==> src/picm_pkg.sv <==
/*
 * Package for the programmable interval counter channel: operation codes,
 * clock source codes, the command carrier and reset values.
 * Assumes a single system clock; count clocks are sampled as plain inputs.
 */
package picm_pkg;

    localparam int PICM_CNT_W = 16;

    // Operation codes carried with each command
    localparam logic [2:0] PICM_OP_MODE0 = 3'h0;
    localparam logic [2:0] PICM_OP_ONESHOT = 3'h1;
    localparam logic [2:0] PICM_OP_RATE = 3'h2;
    localparam logic [2:0] PICM_OP_SQUARE = 3'h3;
    localparam logic [2:0] PICM_OP_SW_STROBE = 3'h4;
    localparam logic [2:0] PICM_OP_HW_STROBE = 3'h5;
    localparam logic [2:0] PICM_OP_READ = 3'h6;
    localparam logic [2:0] PICM_OP_RESET = 3'h7;

    // Count clock sources
    localparam logic [1:0] PICM_SRC_EXT = 2'h0;
    localparam logic [1:0] PICM_SRC_PREV = 2'h1;
    localparam logic [1:0] PICM_SRC_INT = 2'h2;
    localparam logic [1:0] PICM_SRC_TEN = 2'h3;

    // Counter arithmetic constants
    localparam logic [15:0] PICM_CNT_ZERO = 16'h0000;
    localparam logic [15:0] PICM_CNT_ONE = 16'h0001;
    localparam logic [15:0] PICM_BIN_TOP = 16'hFFFF;
    localparam logic [15:0] PICM_BCD_TOP = 16'h9999;
    localparam logic [3:0] PICM_DIGIT_NINE = 4'h9;
    localparam logic [3:0] PICM_DIGIT_ZERO = 4'h0;
    localparam logic [3:0] PICM_DIGIT_ONE = 4'h1;

    // Reset values
    localparam logic PICM_BINARY_DEFAULT = 1'b1;
    localparam logic PICM_OUT_IDLE = 1'b1;

    typedef enum logic [5:0] {
        PICM_MODE0 = 6'b000001,
        PICM_MODE_ONESHOT = 6'b000010,
        PICM_MODE_RATE = 6'b000100,
        PICM_MODE_SQUARE = 6'b001000,
        PICM_MODE_SW_STROBE = 6'b010000,
        PICM_MODE_HW_STROBE = 6'b100000
    } picm_mode_t;

    // One command from software, valid for the cycle of i_cmd_valid
    typedef struct packed {
        logic [2:0] op;
        logic [15:0] count;
        logic out_level;
        logic binary_sel;
        logic [1:0] clk_src;
    } picm_cmd_t;

endpackage
==> src/picm_counter.sv <==
/*
 * One programmable down-counting timer channel with six output modes,
 * read and forced-level reset operations, binary or BCD counting and a
 * choice of four count clock sources.
 * Assumes all inputs, including count clocks and gate, are synchronous to
 * i_clk_sys and that count clocks run well below the system clock.
 */

// What this block does
// - One-shot mode drives the output low after a gate rise and the next count clock fall, and high again at terminal count.
// - Rate generator mode pulses the output low for one count clock period, with the loaded count setting the pulse spacing.
// - With binary counting, square wave mode holds the output high for half the loaded count, rounded up, and low for the rest, repeating.
// - Software strobe mode starts with the output high and counts only while the gate is high.
// - Software strobe mode drives the output low for one count clock at terminal count, then high again.
// - Hardware strobe mode behaves like software strobe mode but a gate rising edge starts the count.
// - The requested output level applies only to the reset operation, low for 0 and high for 1.
// - The counter counts as 16-bit binary when the select is 1 and as four-decade BCD when 0.
// - The count clock comes from the external clock, previous counter, internal clock or counter ten by select 0 to 3.
// - The read operation returns the current count value to the requester.
// - Operation codes 0 to 5 pick the output modes, 6 reads and 7 resets, with mode 0 going high at terminal count.
module picm_counter
    import picm_pkg::*;
(
    input wire logic i_clk_sys,
    input wire logic i_rst_n,
    input wire logic i_cmd_valid,
    input wire picm_cmd_t i_cmd,
    input wire logic i_external_count_clock,
    input wire logic i_previous_counter_output,
    input wire logic i_internal_count_clock,
    input wire logic i_counter_ten_output,
    input wire logic i_gate,
    output logic o_out,
    output logic o_tc_pulse,
    output logic o_read_valid,
    output logic [15:0] o_read_value
);

    // Decrement with wrap, in binary or BCD
    function automatic logic [15:0] dec_cnt(input logic [15:0] v,
                                            input logic bin);
        logic [15:0] r;
        logic borrow;
        r = v;
        borrow = 1'b1;
        if (bin) begin
            r = v - PICM_CNT_ONE;
        end else begin
            for (int d = 0; d < 4; d++) begin
                if (borrow) begin
                    if (v[d*4 +: 4] == PICM_DIGIT_ZERO) begin
                        r[d*4 +: 4] = PICM_DIGIT_NINE;
                    end else begin
                        r[d*4 +: 4] = v[d*4 +: 4] - PICM_DIGIT_ONE;
                        borrow = 1'b0;
                    end
                end
            end
        end
        return r;
    endfunction

    picm_mode_t mode_r;
    logic binary_r;
    logic [1:0] src_r;
    logic [15:0] load_r;
    logic [15:0] cnt_r;
    logic [15:0] cnt_nxt;
    logic armed_r;
    logic half_r;
    logic cclk_prev_r;
    logic gate_prev_r;
    logic cclk;
    logic cclk_fall;
    logic gate_rise;
    logic at_tc;
    logic run;

    always_comb begin
        unique case (src_r)
            PICM_SRC_EXT: cclk = i_external_count_clock;
            PICM_SRC_PREV: cclk = i_previous_counter_output;
            PICM_SRC_INT: cclk = i_internal_count_clock;
            PICM_SRC_TEN: cclk = i_counter_ten_output;
        endcase
    end

    assign cclk_fall = cclk_prev_r & ~cclk;
    assign gate_rise = i_gate & ~gate_prev_r;
    // Next value wraps through zero, so terminal count is the one-count
    assign cnt_nxt = dec_cnt(cnt_r, binary_r);
    // Load 0 runs the full range before the one-count step
    assign at_tc = (cnt_r == PICM_CNT_ONE);

    always_comb begin
        run = 1'b0;
        unique case (mode_r)
            PICM_MODE0: run = armed_r & i_gate;
            PICM_MODE_ONESHOT: run = armed_r;
            PICM_MODE_RATE: run = i_gate;
            PICM_MODE_SQUARE: run = i_gate;
            PICM_MODE_SW_STROBE: run = armed_r & i_gate;
            PICM_MODE_HW_STROBE: run = armed_r;
        endcase
    end

    always_ff @(posedge i_clk_sys) begin
        if (!i_rst_n) begin
            cclk_prev_r <= 1'b0;
            gate_prev_r <= 1'b0;
        end else begin
            cclk_prev_r <= cclk;
            gate_prev_r <= i_gate;
        end
    end

    // Configuration taken from mode commands only
    always_ff @(posedge i_clk_sys) begin
        if (!i_rst_n) begin
            mode_r <= PICM_MODE0;
            binary_r <= PICM_BINARY_DEFAULT;
            src_r <= PICM_SRC_EXT;
            load_r <= PICM_CNT_ZERO;
        end else if (i_cmd_valid && i_cmd.op <= PICM_OP_HW_STROBE) begin
            binary_r <= i_cmd.binary_sel;
            src_r <= i_cmd.clk_src;
            load_r <= i_cmd.count;
            unique case (i_cmd.op)
                PICM_OP_MODE0: mode_r <= PICM_MODE0;
                PICM_OP_ONESHOT: mode_r <= PICM_MODE_ONESHOT;
                PICM_OP_RATE: mode_r <= PICM_MODE_RATE;
                PICM_OP_SQUARE: mode_r <= PICM_MODE_SQUARE;
                PICM_OP_SW_STROBE: mode_r <= PICM_MODE_SW_STROBE;
                default: mode_r <= PICM_MODE_HW_STROBE;
            endcase
        end
    end

    // Count, arm and output sequencing
    always_ff @(posedge i_clk_sys) begin
        if (!i_rst_n) begin
            cnt_r <= PICM_CNT_ZERO;
            armed_r <= 1'b0;
            half_r <= 1'b0;
            o_out <= PICM_OUT_IDLE;
            o_tc_pulse <= 1'b0;
        end else begin
            o_tc_pulse <= 1'b0;
            if (i_cmd_valid && i_cmd.op == PICM_OP_RESET) begin
                o_out <= i_cmd.out_level;
                armed_r <= 1'b0;
            end else if (i_cmd_valid && i_cmd.op <= PICM_OP_HW_STROBE) begin
                cnt_r <= i_cmd.count;
                half_r <= 1'b0;
                unique case (i_cmd.op)
                    PICM_OP_MODE0: begin
                        o_out <= 1'b0;
                        armed_r <= 1'b1;
                    end
                    PICM_OP_ONESHOT, PICM_OP_HW_STROBE: begin
                        o_out <= 1'b1;
                        armed_r <= 1'b0;
                    end
                    default: begin
                        o_out <= 1'b1;
                        armed_r <= 1'b1;
                    end
                endcase
            end else begin
                if ((mode_r == PICM_MODE_ONESHOT ||
                     mode_r == PICM_MODE_HW_STROBE) && gate_rise) begin
                    armed_r <= 1'b1;
                    cnt_r <= load_r;
                end
                if (mode_r == PICM_MODE_ONESHOT && armed_r && cclk_fall
                    && cnt_r == load_r) begin
                    o_out <= 1'b0;
                end
                if ((mode_r == PICM_MODE_SW_STROBE ||
                     mode_r == PICM_MODE_HW_STROBE) && cclk_fall &&
                    !o_out) begin
                    o_out <= 1'b1;
                end
                if (run && cclk_fall) begin
                    cnt_r <= cnt_nxt;
                    if (at_tc) begin
                        o_tc_pulse <= 1'b1;
                    end
                    unique case (mode_r)
                        PICM_MODE0, PICM_MODE_ONESHOT: begin
                            if (at_tc) begin
                                o_out <= 1'b1;
                                armed_r <= 1'b0;
                            end
                        end
                        PICM_MODE_RATE: begin
                            if (at_tc) begin
                                o_out <= 1'b0;
                                cnt_r <= load_r;
                            end else begin
                                o_out <= 1'b1;
                            end
                        end
                        PICM_MODE_SQUARE: begin
                            // Binary halving, so BCD loads split unevenly
                            if (at_tc) begin
                                o_out <= half_r;
                                half_r <= ~half_r;
                                cnt_r <= load_r;
                            end else if (cnt_nxt ==
                                         {1'b0, load_r[15:1]}) begin
                                o_out <= half_r;
                                half_r <= ~half_r;
                            end
                        end
                        default: begin
                            if (at_tc) begin
                                o_out <= 1'b0;
                                armed_r <= 1'b0;
                            end
                        end
                    endcase
                end
            end
        end
    end

    always_ff @(posedge i_clk_sys) begin
        if (!i_rst_n) begin
            o_read_valid <= 1'b0;
            o_read_value <= PICM_CNT_ZERO;
        end else begin
            o_read_valid <= i_cmd_valid && i_cmd.op == PICM_OP_READ;
            if (i_cmd_valid && i_cmd.op == PICM_OP_READ) begin
                o_read_value <= cnt_r;
            end
        end
    end
endmodule

==> config.mk <==
export PLATFORM = sky130hd
export DESIGN_NAME = picm_counter
export DESIGN_NICKNAME = d
export VERILOG_FILES = /design/src/picm_pkg.sv /design/src/picm_counter.sv
export SDC_FILE = /design/constraint.sdc
export NUM_CORES = 1
export LEC_CHECK = 0
export BUFFER_PORTS_ARGS = -buffer_cell sky130_fd_sc_hd__clkbuf_2
export CAP_MARGIN = 20
export CORE_ASPECT_RATIO = 0.6
export CORE_MARGIN = 4
export CORE_UTILIZATION = 39
export CTS_BUF_LIST = sky130_fd_sc_hd__clkbuf_16
export DETAILED_ROUTE_END_ITERATION = 7
export PLACE_DENSITY = 0.6
export SLEW_MARGIN = 20
export SYNTH_ARGS = -nofsm -noshare
export SYNTH_HDL_FRONTEND = slang
export SYNTH_SLANG_ARGS = --single-unit
export TNS_END_PERCENT = 20
==> constraint.sdc <==
create_clock -name i_clk_sys -period 3.2 [get_ports i_clk_sys]
set_input_delay 0.32 -clock i_clk_sys [delete_from_list [all_inputs] [get_ports i_clk_sys]]
set_output_delay 0.32 -clock i_clk_sys [all_outputs]
set_load 0.02 [all_outputs]
Word level (Yosys, flattened, before mapping) --
Index checks and enable logic that the tools add are counted.
Storage, ports and cells: register bits 64, word-level logic and storage cells 127
Operators by class: reduce and logical (&&, ||, !) cells 32, muxes and demuxes 48, equal/unequal tests 19, order comparisons 1, bitwise logic cells 9, add/subtract/negate cells 5
Operators by type and width (number):
- 16-bit 2-to-1 mux | 6
- 1-bit 2-to-1 mux | 31
- 6-bit case mux with 5 select lines | 1
- 4-bit 2-to-1 mux | 7
- 16-bit by 1-bit equality test with 1-bit output (second input constant) | 1
- 16-bit by 15-bit equality test with 1-bit output | 1
- 16-bit equality test | 1
- 4-bit logical NOT | 4
- 16-bit by 1-bit subtractor with 16-bit output (second input constant) | 1
- 4-bit by 1-bit subtractor with 4-bit output (second input constant) | 4
- 3-bit equality test (second input constant) | 4
- 2-bit OR reduction | 6
- 1-bit logical AND | 10
- 3-bit by 2-bit equality test with 1-bit output (second input constant) | 2
- 6-bit by 1-bit equality test with 1-bit output (second input constant) | 1
- 6-bit by 2-bit equality test with 1-bit output (second input constant) | 1
- 6-bit by 3-bit equality test with 1-bit output (second input constant) | 1
- 6-bit by 4-bit equality test with 1-bit output (second input constant) | 1
- 6-bit by 5-bit equality test with 1-bit output (second input constant) | 1
- 6-bit equality test (second input constant) | 1
- 1-bit NOT | 6
- 1-bit case mux with 3 select lines | 2
- 3-bit nonzero test | 2
- 2-bit equality test (second input constant) | 2
- 13 further kinds | 17

Depth between registers and ports, before layout --
depth after elaboration 16, gate-level depth with buffers 12, gate-level depth less buffers 10

Least setup slack after synthesis --
No wires, ideal clock.
path kind reg2reg, from register cnt_r[0], to register half_r, clock period less this slack 3.151 ns, setup slack 0.049 ns, data arrival time 3.082 ns, path buffers 1, required time 3.131 ns, cell stages (with the launch flop) 12, path through dfxtp_1 -> clkbuf_1 -> inv_1 -> ha_1 -> or4bb_1 -> a211oi_1 -> mux2_2 -> a2111oi_2 -> nor4b_2 -> nand4b_1 -> a2111o_1 -> o21ai_1
Between the ends: cells in the longest elaborated chain, start to end 12
RTL lines:
- from (decl) | RTL line picm_counter.sv:67 | logic [15:0] cnt_r;
- from (signal assigned) | RTL line picm_counter.sv:153 | cnt_r <= i_cmd.count;
- from (signal assigned) | RTL line picm_counter.sv:173 | cnt_r <= load_r;
- from (signal assigned) | RTL line picm_counter.sv:185 | cnt_r <= cnt_nxt;
- 4-bit logical NOT | RTL line picm_counter.sv:51 | if (v[d*4 +: 4] == PICM_DIGIT_ZERO) begin
- 1-bit 2-to-1 mux | RTL line picm_counter.sv:51
- 1-bit 2-to-1 mux | RTL line picm_counter.sv:46 | if (bin) begin
- 1-bit 2-to-1 mux | RTL line picm_counter.sv:50 | if (borrow) begin
- 1-bit 2-to-1 mux | RTL line picm_counter.sv:46
- 1-bit 2-to-1 mux | RTL line picm_counter.sv:50
- 1-bit 2-to-1 mux | RTL line picm_counter.sv:46
- 4-bit 2-to-1 mux | RTL line picm_counter.sv:50
- 16-bit 2-to-1 mux | RTL line picm_counter.sv:46
- 16-bit by 15-bit equality test with 1-bit output | RTL line picm_counter.sv:210 | end else if (cnt_nxt ==
- 3-bit nonzero test (no line)
- 4-bit AND reduction (no line)
- to (signal assigned) | RTL line picm_counter.sv:208 | half_r <= ~half_r;
- to (signal assigned) | RTL line picm_counter.sv:213 | half_r <= ~half_r;
- to (decl) | RTL line picm_counter.sv:70 | logic half_r;
Several ways; a longest one is shown, not always the timed one. The select of a mux whose other input is x is not followed. A chain may end at the register's enable or synchronous reset.

Worst setup path in the final report --
Same ends and word-level chain as after synthesis.

==> impl_results.md <==
- Area occupied by multi-input gates: between 0.002 and 0.003 mm2
- Peak VDD IR: 0.000271 V
- Initial antenna violation count: 1
- Synth area leader: dfxtp_1
- Most frequent cells in the layout: 112 x nand2_1, 64 x dfxtp_1, 49 x clkbuf_2
- Total power: 2.71 mW
- Reg area: between 0.001 and 0.0015 mm2
- Leak: approximately 2 nW
- Num ports: 50
- FILL cells: 1045
- Final cell count without fillers: 754
- Async S/R FF share, synth: 0%
- Worst Skew: 0.00963 ns
- Min-Delay Path Class: input port to flip-flop
- Ant. Diodes: 0
- Slew of the pin with the lowest slew margin: ~0.84 ns
- Total GRT Usage: 23.8%
- DIE AREA: 0.0129 mm2
- CTS tree: done
- Commonest non-fill, non-tap cell in the layout: nand2_1
- Outcome: completed
- CP Class: flip-flop to flip-flop
- CP max FO: 3
- Die X-Extent: 144 um
- H-tree levels: 3
- Largest net degree at the start of global routing: 47
- Top Layer Used: met5
- RSZ-0062 raised after global routing: false
- Final worst path period need: between 2 and 3 ns
- Number of global-route vias before repair: approximately 4100
- Worst EP required: about 3.5 ns
- Syn avg cell area: 7.64 um2
- Metal-1 WL: 7.52 mm
- Max-Cap Viols: 0
- Fin crit share: 92.6%
- Hold Fails Final Rpt: 0
- Skew-Pair Late Insertion Delay: 0.34 ns
- TritonRoute pass-1 iters: 6
- Cts bufs inserted: 9
- Final ANT Viol Nets: 0
- Syn-to-layout area delta: 18.9%
- Synth Warn #: 0
- EDFF count, synth: 0
- Synth Register Bits: 64
- Die H: 89.5 um
- WP data arrival: 3.23 ns
- Top cell type's share of synthesized area: 29.7%
- Net Count, Synth: 600
- Cells after Synth: 565
- Maximum clock rate: roughly 0.34 GHz
- FP Rows: 29
- Routed len/inst: slightly below 20 um
- Routed vias/inst: 5.91
- Met2 wire length: 5.63 mm
- Starting Density: 40.4%
- Top_reg_cell synth: dfxtp_1
- Fraction of final layout cells sized beyond drive strength 1: 20.0%
- First-pass GRT wire length: 23.3 mm
- Core ar.: ~0.011 mm2
- CTS hold repair buffers: 0
- Clock root buffer: clkbuf_16
- Slew margin rel.: 43.9%
- Crit path launch type: flip-flop
- Synth top area cells: dfxtp_1 30%, nand2_1 9.7%, a21boi_0 6.3%, clkbuf_1 3.5%, xnor2_1 3.5%
- DR DRC count: 0
- Post-Syn Area: 0.00431 mm2
- Post-layout util: 48.1%
- Detail Route met3 WL: 1.37 mm
- Placed cell count: 738
- Reg2reg setup slack: 0.24 ns
- Total power density per cell area: 529 mW/mm2
- Final setup fails: 0
- Post-synthesis sequential area ratio: between 20% and 30%
- Port bufs: around 50
- Hpwl dp: 11.2 mm
- CTS Buffer Depth: 2
- GPL Wtd Cong: between 1 and 1.5
- Routed via count: 4454
- Drt total wl: 14.9 mm
- Iteration-0 DRC count of the detailed router: around 550
- Netlist cell types: 74
- Setup TNS: 0 ns
- CTS Sinks: 64
- Fin nets: 645
- Clock Pin Slew Worst Setup and Hold Paths: 0.06 ns
- CP Capture Type: flip-flop
- Max Slew Vio Count: 0
- Residual overflow from global routing: 0
## worst max-delay path: stages (launching register included)
cell and delay (ns):
dfxtp_1 0.31, inv_1 0.10, ha_1 0.20, or4bb_1 0.43, a211oi_2 0.24, mux2_2 0.37
a2111oi_2 0.32, nor4b_2 0.25, nand4b_1 0.21, a2111o_1 0.41, o21ai_1 0.07
## cells by family after synthesis
group           count (synthesis)  synth area share (%)
flops                          64                  29.7
simple gates                  239                  28.6
buf+inv                        60                  5.71
xor+xnor                       33                  7.05
mux                             7                  1.97
fa+ha+maj                       4                  1.16
compound gates                158                  25.8
## flip-flops by register name (all words and copies together) (netlist names)
register,count
cnt_r,16
load_r,16
o_read_value,16
mode_r,6
src_r,2
armed_r,1
binary_r,1
cclk_prev_r,1
gate_prev_r,1
half_r,1
o_out,1
o_read_valid,1
o_tc_pulse,1
## per-layer routing
metal  global-route usage [%]  vias up
li1                         -     2134
met1                     37.1     2076
met2                     31.2      210
met3                     5.88       32
met4                     7.52        2
met5                        0        -
## timing repair
action | in CTS | in global routing
buffers inserted | 0 | 0
resized for setup | 0 | 2
endpoints found under the setup margin | 0 | 2
## synth_stat cells (all sizes together), types with 5 or more instances
library cell	number
nand2	112
dfxtp	64
clkbuf	40
a21boi	36
o21ai	26
nor2	24
a21oi	20
xnor2	17
nand3	15
xor2	15
a31oi	14
nor4	12
nand4	11
buf	10
inv	10
nor2b	10
nor3	10
o211ai	10
o22ai	7
nand2b	6
o21a	6
a211oi	5
and2	5
or4	5
## power by group
| part | switching (mW) | internal [mW] |
|---|---|---|
| Combinational | 0.443 | 0.296 |
| Clock | 0.404 | 0.690 |
| Sequential | 0.0451 | 0.836 |
| Total | 0.892 | 1.82 |
## final cells by class
class	instances	area share [%]
Sequential cell	64	25.0
Clock buffer	9	4.39
Multi-Input combinational cell	441	54.6
Inverter	10	0.732
Tap cell	139	3.39
Timing Repair Buffer	84	9.91
Clock inverter	7	1.98
## stage by stage
step                hold WS [ns]  worst slack [ns]  area [um2]
finish                     0.217             0.238        5130
global route               0.216            0.0118        5130
CTS                        0.210             0.106        5110
detailed placement         0.461             0.122        4790
global placement           0.455             0.198        4790
floorplan                  0.442            0.0492        4310
## worst paths after layout
| check | depth (start not counted) | from | to |
|---|---|---|---|
| max reg2reg | 10 | cnt_r[0] | half_r |
| min | 3 | i_cmd[0] | src_r[0] |
| min reg2reg | 2 | o_read_value[2] | o_read_value[2] |
| max | 10 | cnt_r[0] | half_r |
No activity file was read; power rests on OpenSTA's default activity.
